--- src/spst_defines.svh ---
// constants for the strand park status block
`ifndef SPST_DEFINES_SVH
`define SPST_DEFINES_SVH
`define SPST_ASI_SHARED 8'h41
`define SPST_VA_RUN_RW 64'h0000_0000_0000_0050
`define SPST_VA_STATUS 64'h0000_0000_0000_0058
`define SPST_VA_RUN_W1S 64'h0000_0000_0000_0060
`define SPST_VA_RUN_W1C 64'h0000_0000_0000_0068
`define SPST_NUM_STRANDS 64
`define SPST_PARK_SKID 4
`endif

--- src/spst_pkg.sv ---
// types for the strand park status block
package spst_pkg;
	typedef struct packed {
		logic [63:0] run_q;
		logic [63:0] status_q;
		logic [63:0] parked_q;
		logic [63:0] rd_data_q;
		logic rd_valid_q;
		logic [63:0] strand_rst_q;
		logic [63:0] pwr_rst_q;
		logic booted_q;
	} spst_state_type;
	typedef struct packed {
		logic valid;
		logic write;
		logic [7:0] asi;
		logic [63:0] va;
		logic [63:0] wdata;
	} spst_req_type;
endpackage

--- src/spst_top.sv ---
// strand run control, park tracking and active-status register
`timescale 1ns/1ns
`include "spst_defines.svh"

//=====================================================
// strand park status top
//=====================================================
module spst_top #(
	parameter int N = `SPST_NUM_STRANDS,
	parameter int SKID = `SPST_PARK_SKID
) (
	// clock and reset
	input wire logic clk_sys_i,
	input wire logic sys_rst_i,
	input wire logic warm_restart_i,
	// alternate space access
	input wire spst_pkg::spst_req_type req_i,
	output logic [63:0] rd_data_o,
	output logic rd_valid_o,
	// strand state
	input wire logic [N-1:0] enable_i,
	input wire logic [N-1:0] standby_i,
	input wire logic [N-1:0] issue_idle_i,
	input wire logic [N-1:0] software_initiated_restart_i,
	input wire logic [N-1:0] watchdog_restart_i,
	output logic [63:0] status_o,
	output logic [63:0] run_ctl_o,
	output logic [N-1:0] strand_park_o,
	output logic [N-1:0] strand_issue_en_o,
	output logic [N-1:0] strand_restart_o,
	output logic [N-1:0] full_restart_o
);
	spst_pkg::spst_state_type s_q;
	spst_pkg::spst_state_type s_d;
	logic [N-1:0] en_q1;
	logic [N-1:0] en_q;
	logic [N-1:0] wrm_q1;
	logic wrm_q;
	logic [N-1:0] lowest;
	logic [N-1:0] wr_new;
	logic [7:0] skid_cnt_q [N];
	logic [N-1:0] skid_done;

	//=====================================================
	// pin synchronisers
	//=====================================================
	always_ff @(posedge clk_sys_i or posedge sys_rst_i) begin
		if (sys_rst_i) begin
			en_q1 <= '0;
			en_q <= '0;
			wrm_q1 <= '0;
			wrm_q <= 1'b0;
		end else begin
			en_q1 <= enable_i;
			en_q <= en_q1;
			wrm_q1 <= {N{warm_restart_i}};
			wrm_q <= wrm_q1[0];
		end
	end

	// lowest enabled strand
	always_comb begin
		lowest = '0;
		for (int i = N - 1; i >= 0; i--) begin
			if (en_q[i]) begin
				lowest = '0;
				lowest[i] = 1'b1;
			end
		end
	end

	//=====================================================
	// park skid counters, one per strand
	//=====================================================
	// a strand parks once issue has drained and the skid has run out
	for (genvar g = 0; g < N; g++) begin : g_skid
		always_ff @(posedge clk_sys_i or posedge sys_rst_i) begin
			if (sys_rst_i) begin
				skid_cnt_q[g] <= 8'h00;
			end else if (s_q.run_q[g]) begin
				skid_cnt_q[g] <= 8'h00;
			end else if (skid_cnt_q[g] < 8'(SKID)) begin
				skid_cnt_q[g] <= skid_cnt_q[g] + 8'h01;
			end
		end
		assign skid_done[g] = (skid_cnt_q[g] >= 8'(SKID)) &&
			issue_idle_i[g];
	end

	//=====================================================
	// run-control write decode
	//=====================================================
	always_comb begin
		wr_new = s_q.run_q[N-1:0];
		if (req_i.valid && req_i.write &&
			req_i.asi == `SPST_ASI_SHARED) begin
			unique case (req_i.va)
				`SPST_VA_RUN_RW: wr_new = req_i.wdata[N-1:0];
				`SPST_VA_RUN_W1S: wr_new = s_q.run_q[N-1:0] |
					req_i.wdata[N-1:0];
				`SPST_VA_RUN_W1C: wr_new = s_q.run_q[N-1:0] &
					~req_i.wdata[N-1:0];
				default: wr_new = s_q.run_q[N-1:0];
			endcase
		end
		// disabled bits stay 0, writes to them ignored
		wr_new = wr_new & en_q;
	end

	//=====================================================
	// next state
	//=====================================================
	always_comb begin
		s_d = s_q;
		s_d.rd_valid_q = 1'b0;
		s_d.strand_rst_q = '0;
		s_d.pwr_rst_q = '0;
		if (!s_q.booted_q || wrm_q) begin
			// full restart: boot master only
			s_d.run_q = '0;
			s_d.run_q[N-1:0] = lowest;
			s_d.status_q = s_d.run_q;
			s_d.parked_q = ~s_d.run_q;
			s_d.pwr_rst_q[N-1:0] = '1;
			// enables need two edges to settle; keep restarting until then
			s_d.booted_q = (en_q != '0);
		end else begin
			// discard a store that parks every enabled strand
			if ((wr_new & en_q) != '0 || en_q == '0) begin
				s_d.run_q[N-1:0] = wr_new;
			end else begin
				s_d.run_q[N-1:0] = s_q.run_q[N-1:0] & en_q;
			end
			for (int i = 0; i < N; i++) begin
				// standby plays no part in park state
				// new run value used so status never lags run
				if (s_d.run_q[i]) begin
					s_d.parked_q[i] = 1'b0;
				end else if (skid_done[i]) begin
					s_d.parked_q[i] = 1'b1;
				end
				s_d.status_q[i] = en_q[i] &&
					(s_d.run_q[i] || !s_d.parked_q[i]);
			end
			// per-strand restarts never spread
			s_d.strand_rst_q[N-1:0] = software_initiated_restart_i |
				watchdog_restart_i;
		end
		if (req_i.valid && !req_i.write &&
			req_i.asi == `SPST_ASI_SHARED) begin
			s_d.rd_valid_q = 1'b1;
			unique case (req_i.va)
				`SPST_VA_STATUS: s_d.rd_data_q = s_q.status_q;
				`SPST_VA_RUN_RW: s_d.rd_data_q = s_q.run_q;
				default: s_d.rd_data_q = 64'h0;
			endcase
		end
	end

	always_ff @(posedge clk_sys_i or posedge sys_rst_i) begin
		if (sys_rst_i) begin
			s_q <= '0;
			s_q.parked_q <= '1;
		end else begin
			s_q <= s_d;
		end
	end

	//=====================================================
	// outputs
	//=====================================================
	assign rd_data_o = s_q.rd_data_q;
	assign rd_valid_o = s_q.rd_valid_q;
	assign status_o = s_q.status_q;
	assign run_ctl_o = s_q.run_q;
	assign strand_park_o = s_q.parked_q[N-1:0];
	// parked strands stop issue; coherency snoops stay outside
	assign strand_issue_en_o = ~s_q.parked_q[N-1:0];
	assign strand_restart_o = s_q.strand_rst_q[N-1:0];
	assign full_restart_o = s_q.pwr_rst_q[N-1:0];
endmodule

--- config.mk ---
export PLATFORM = sky130hd
export DESIGN_NAME = spst_top
export DESIGN_NICKNAME = d
export VERILOG_FILES = /design/src/spst_pkg.sv /design/src/spst_top.sv
export VERILOG_INCLUDE_DIRS = /design/src
export SDC_FILE = /design/constraint.sdc
export NUM_CORES = 2
export LEC_CHECK = 0
export ABC_AREA = 1
export BUFFER_PORTS_ARGS = -buffer_cell sky130_fd_sc_hd__buf_2
export CORE_AREA = 3 3 357 359
export DETAILED_ROUTE_END_ITERATION = 10
export DIE_AREA = 0 0 360 362
export PLACE_DENSITY_LB_ADDON = 0.08
export SLEW_MARGIN = 20
export SYNTH_ARGS = -nofsm -noshare
export SYNTH_HDL_FRONTEND = slang
export SYNTH_SLANG_ARGS = --single-unit
export TNS_END_PERCENT = 30
--- constraint.sdc ---
create_clock -name clk_sys_i -period 93.9 [get_ports clk_sys_i]
set_input_delay 18.78 -clock clk_sys_i [delete_from_list [all_inputs] [get_ports clk_sys_i]]
set_output_delay 18.78 -clock clk_sys_i [all_outputs]
set_load 0.01 [all_outputs]
# Word level (Yosys, flattened, before mapping)

Cells that the tools add are included.

Bits in registers: 1028
Latch bits: 0
Bits in writable memories: 0
ROM bits: 0
Input port bits: 461
Output and inout bits: 449
Logic and storage cells: 1006
Memories: 0

$add $sub $neg: 64
Multipliers: 0
Div/mod/pow operators: 0
Order comparisons: 128
Eq/ne operators: 5
Shifts and indexed selects: 0
Multiplexer cells: 393
Bitwise operators: 9
Reduce and logical (&&, ||, !) cells: 331

Operator list:

| cell                                                                          | count |
|---|---|
| 64-bit 2-to-1 mux                                                             | 68 |
| 8-bit 2-to-1 mux                                                              | 128 |
| 8-bit by 1-bit adder with 8-bit output (second input constant)                | 64 |
| 8-bit by 3-bit >= comparator with 1-bit output (second input constant)        | 64 |
| 8-bit by 3-bit less-than comparator with 1-bit output (second input constant) | 64 |
| 64-bit bitwise AND                                                            | 4 |
| 64-bit by 7-bit == test with 1-bit output (second input constant)             | 4 |
| 1-bit 2-to-1 mux                                                              | 193 |
| 192-bit 2-to-1 mux                                                            | 1 |
| 64-bit NOT                                                                    | 3 |
| 64-bit case mux with 3 select lines                                           | 1 |
| 1-bit logical AND                                                             | 132 |
| 64-bit bitwise OR                                                             | 2 |
| 64-bit case mux with 2 select lines                                           | 1 |
| 2-bit nonzero test                                                            | 64 |
| 64-bit nonzero test                                                           | 2 |
| 1-bit logical NOT                                                             | 66 |
| 1-bit logical OR                                                              | 66 |
| 65-bit 2-to-1 mux                                                             | 1 |
| 64-bit logical NOT                                                            | 1 |
| 8-bit by 7-bit == test with 1-bit output (second input constant)              | 1 |

# Logic depth before layout (Yosys ltp)

Depth in word-level cells: 66
Gate-level depth with buffers: 22
Depth with buffers taken out: 20

# Worst setup path after synthesis

Ideal clock, no wire load.

Path kind: input port to flip-flop
Start point: input req_i[111] in the netlist's numbering
End point: register s_q, in the netlist strand_park_o[0]
Library setup time: 91 ps
Arrival: 20864 ps
Required time: 93809 ps
Path slack: 72945 ps
Stages: 21
Buffers on the path: 3
Cell sequence: nor2_1 nand2_1 nor2_1 nand2_1 nor2_2 nand2_2 a21oi_2 buf_6 buf_4 nand3_1 nand2_1 nand2_1 nor2_1 nand3_1 nor2_1 nand2_1 nor2_1 buf_2 nand4_1 nand4_1 o21ai_0

RTL lines:

| item               | RTL line       | text |
|---|---|---|
| start: declaration | spst_top.sv:17 | `input wire spst_pkg::spst_req_type req_i,` |
| end: declaration   | spst_top.sv:33 | `spst_pkg::spst_state_type s_q;` |

==> reports/qor.csv <==
metric;value;unit
Clock power frac;49.1;%
Ys Warns;0;
setup TNS;0;ns
fin crit period;24.20;ns
post-synthesis cell count;5739;
r2r worst-path depth;16;
Overall Global Routing Usage;26.1;%
Post-synth top flop;dfrtp_1;
number of flops mapped to enable cells by yosys;0;
global-route wire length before repair;250;mm
synthesis-stage register bit count;965;
Clock Path Buffers;3;
HPWL Detailed;130;mm
Num CTS Buffers;112;
unrepaired setup endpoints after global routing;no;
Die H;362;um
post-layout util;43.3;%
Die Area;130000;sq um
Sw Ratio;24.0;%
Placement Setup Slack;68.92;ns
CP max-delay cell;buf_4;
final setup violation count;0;
Clock Skew;0.0227;ns
status;finished, final reports clean;
Worst Setup Start Kind;input port;
Post-Synthesis Net Count;6328;
endpoints failing hold;0;
synth top area cells;dfrtp_1 (48%), inv_1 (9.1%), nand2_1 (8.7%), nor2_1 (6.2%), buf_4 (6.2%);
Filler cells;12600;
Via density;4.77;
DRT iter0 DRCs;3146;
largest net degree at the start of global routing;168;
fin. max-slew vios;0;
final cycle utilization of the critical path;25.8;%
# DRC;0;
Crit Path Max Fanout;62;
Resized cells post-CTS;0;
gr ovfl total;0;
Slew @ Worst Pin;1.00;ns
share of the synthesized area in the top cell type;48.4;%
Post-Route WL;174;mm
hold path startpoint;en_q1[12]$_DFF_PP0_;
cell internal pwr;0.739;mW
worst hold path class;flop to flop;
Port-buffer cells;845;
Die X;360;um
combinational power share;6.2;%
distinct cell type count after synthesis;27;
Leak Pwr;30.7;nW
Hold Path End;en_q[12]$_DFF_PP0_;
most frequent cell after synthesis;inv_1;
CTS Hold Buffers Added;0;
hold depth;0;
IO Pins;910;
FMAX;41.3;MHz
Final Net Count;6751;
CP Capture Type;flop;
crit-path cells;buf_2 > nor2_1 > nand2_1 > nor2_1 > nand2_1 > nor2_4 > buf_4 > nand2_2 > a21oi_4 > buf_4 > buf_4 > nand3_1 > nand2_1 > nand2_1 > nor2_1 > nand2_1 > nor2_1 > nand2_1 > nor2_4 > buf_4 > nand4_1 > nand3_1 > a21oi_1;
maxcap violations;0;
Netlist Area Pre-Place;46500;sq um
initial antenna violation count;60;
CTS tree;built;
Post-synth ARST share;100;%
Design Area, Final;53800;sq um
Core Region;124000;sq um
num rows;129;
via count;37800;
share of cells above drive strength 1;18.8;%
CP max stage delay;0.74;ns
vias in the first global route;36200;
antenna-violating nets left;0;
Critical Path AT;24.79;ns
RePlAce Congestion;0.948;
most used cell, CP;nand2_1;
clk slew on worst S/H paths;0.06;ns
Critical R2R Launch;en_q[0]$_DFF_PP0_;
cell taking the most area after synthesis;dfrtp_1;
final worst slack;69.70;ns
DR pass1 iterations;8;
sequential area share after synthesis;52.1;%
H-tree depth;3;
routed len/inst;21.9;um
top cells by count, synth;inv_1 (1134), nand2_1 (1084), dfrtp_1 (901), nor2_1 (774), nand3_1 (389);
pwr dens;18.1;nW/um^2
R2R Setup Slk;89.85;ns
Mean Syn Cell Area;8.11;sq um
sequential share of power;44.7;%
clock sink count;965;
CP required;94.49;ns
Setup Fix Bufs, Post-CTS;0;
peak supply drop;0.0000135;V
Layout Area Growth over Synthesis;15.6;%
Net Switching;0.234;mW
Initial Util;37.5;%
Critical R2R Capture;strand_park_o[49]$_DFF_PP1_;
root buf cell;clkbuf_16;
clk_lat worst skew;0.72;ns
Slew headroom;32.4;%
Setup Crit Path Kind;input port to flop;
Placed Area;49600;sq um
[per-stage QoR]
step | total power [mW] | cells | hold WS [ns]
2_1_floorplan | 0.478 | 5739 | 0.331
6_report | 0.972 | 7931 | 0.341
3_5_place_dp | 0.503 | 7685 | 0.335
4_1_cts | 0.986 | 7899 | 0.342
5_1_grt | 1.01 | 7911 | 0.342
3_3_place_gp | 0.502 | 7685 | 0.332
[worst max-delay path, delay by kind of cell]
kind            cells  cell delay (ns)
compound gates      2             0.60
buf+inv             5             2.42
simple gates       16             2.85
[worst max path at each step]
| stage | depth (start not counted) | startpoint | to | slack [ns] |
|---|---|---|---|---|
| after CTS | 24 | req_i[103] | status_o[49]$_DFF_PP0_ | 69.68 |
| after global placement | 24 | req_i[103] | status_o[49]$_DFF_PP0_ | 68.97 |
| final | 23 | req_i[103] | strand_park_o[37]$_DFF_PP1_ | 69.70 |
| after global routing | 24 | req_i[103] | status_o[30]$_DFF_PP0_ | 69.44 |
| after floorplan | 1 | sys_rst_i | en_q1[0]$_DFF_PP0_ | 48.08 |
| after detailed placement | 23 | req_i[103] | strand_park_o[49]$_DFF_PP1_ | 68.92 |
[power by group through the flow]
stage | combinational, mW | sequential (mW) | clock, mW
final | 0.0603 | 0.435 | 0.477
after global routing | 0.0684 | 0.436 | 0.507
after CTS | 0.0614 | 0.434 | 0.490
after detailed placement | 0.0611 | 0.442 | 0
after global placement | 0.0604 | 0.442 | 0
after floorplan | 0.0381 | 0.440 | 0
[flip-flops by register name, summed over array words and instances, names as in the netlist]
signal / flops
skid_cnt_q: 512
en_q1: 64
en_q: 64
rd_data_o: 64
run_ctl_o: 64
status_o: 64
strand_park_o: 64
strand_restart_o: 64
full_restart_o: 1
rd_valid_o: 1
s_q: 1
wrm_q: 1
wrm_q1: 1
[per-layer routing]
layer / part of all wire [%] / global-route usage (%) / wire length [um] / up-vias
met2: 48 / 44.0 / 83100 / 1338
met4: 3.9 / 9.11 / 6800 / 28
met5: 0.11 / 0 / 187 / -
met1: 41 / 33.3 / 71700 / 18200
li1: - / - / - / 18000
met3: 6.8 / 5.63 / 11900 / 291
[logic make-up (layout without fill, tap and decap cells)]
| group | Yosys count | after routing | synth area share [%] |
|---|---|---|---|
| AO/OA/AOI/OAI | 332 | 332 | 3.58 |
| adder cells (fa/ha/maj) | 128 | 128 | 3.44 |
| buffers and inverters | 1718 | 2241 | 17.1 |
| flip-flops | 965 | 965 | 52.1 |
| other | 0 | 32 | 0 |
| AND/OR/NAND/NOR | 2596 | 2596 | 23.8 |
[layout make-up]
type | instances | area [sq um] | area share (%)
Antenna cell | 32 | 80.1 | 0.149
Clock buffer | 161 | 3300 | 6.13
Clock inverter | 53 | 815 | 1.51
Inverter | 1144 | 4310 | 8.01
Multi-Input combinational cell | 3056 | 14500 | 26.9
Sequential cell | 965 | 24200 | 45.0
Tap cell | 1637 | 2050 | 3.81
Timing Repair Buffer | 883 | 4560 | 8.48
[cell usage in the layout, fill, tap and decap left out, types with 4 or more instances in the layout]
master and count:
a21oi_1 126, buf_12 4, buf_2 845, buf_4 34, bufinv_16 17, clkbuf_1 18
clkbuf_16 112, clkbuf_8 31, clkinv_2 21, clkinv_4 4, dfrtp_1 901, dfstp_2 64
diode_2 32, ha_1 128, inv_1 1133, inv_2 8, inv_6 4, nand2_1 1083
nand3_1 389, nand3b_1 25, nand4_1 203, nor2_1 768, nor2_2 4, nor2_4 8
nor3_1 36, nor4_1 72, o21ai_0 201
Power figures use the tool's default switching activity.
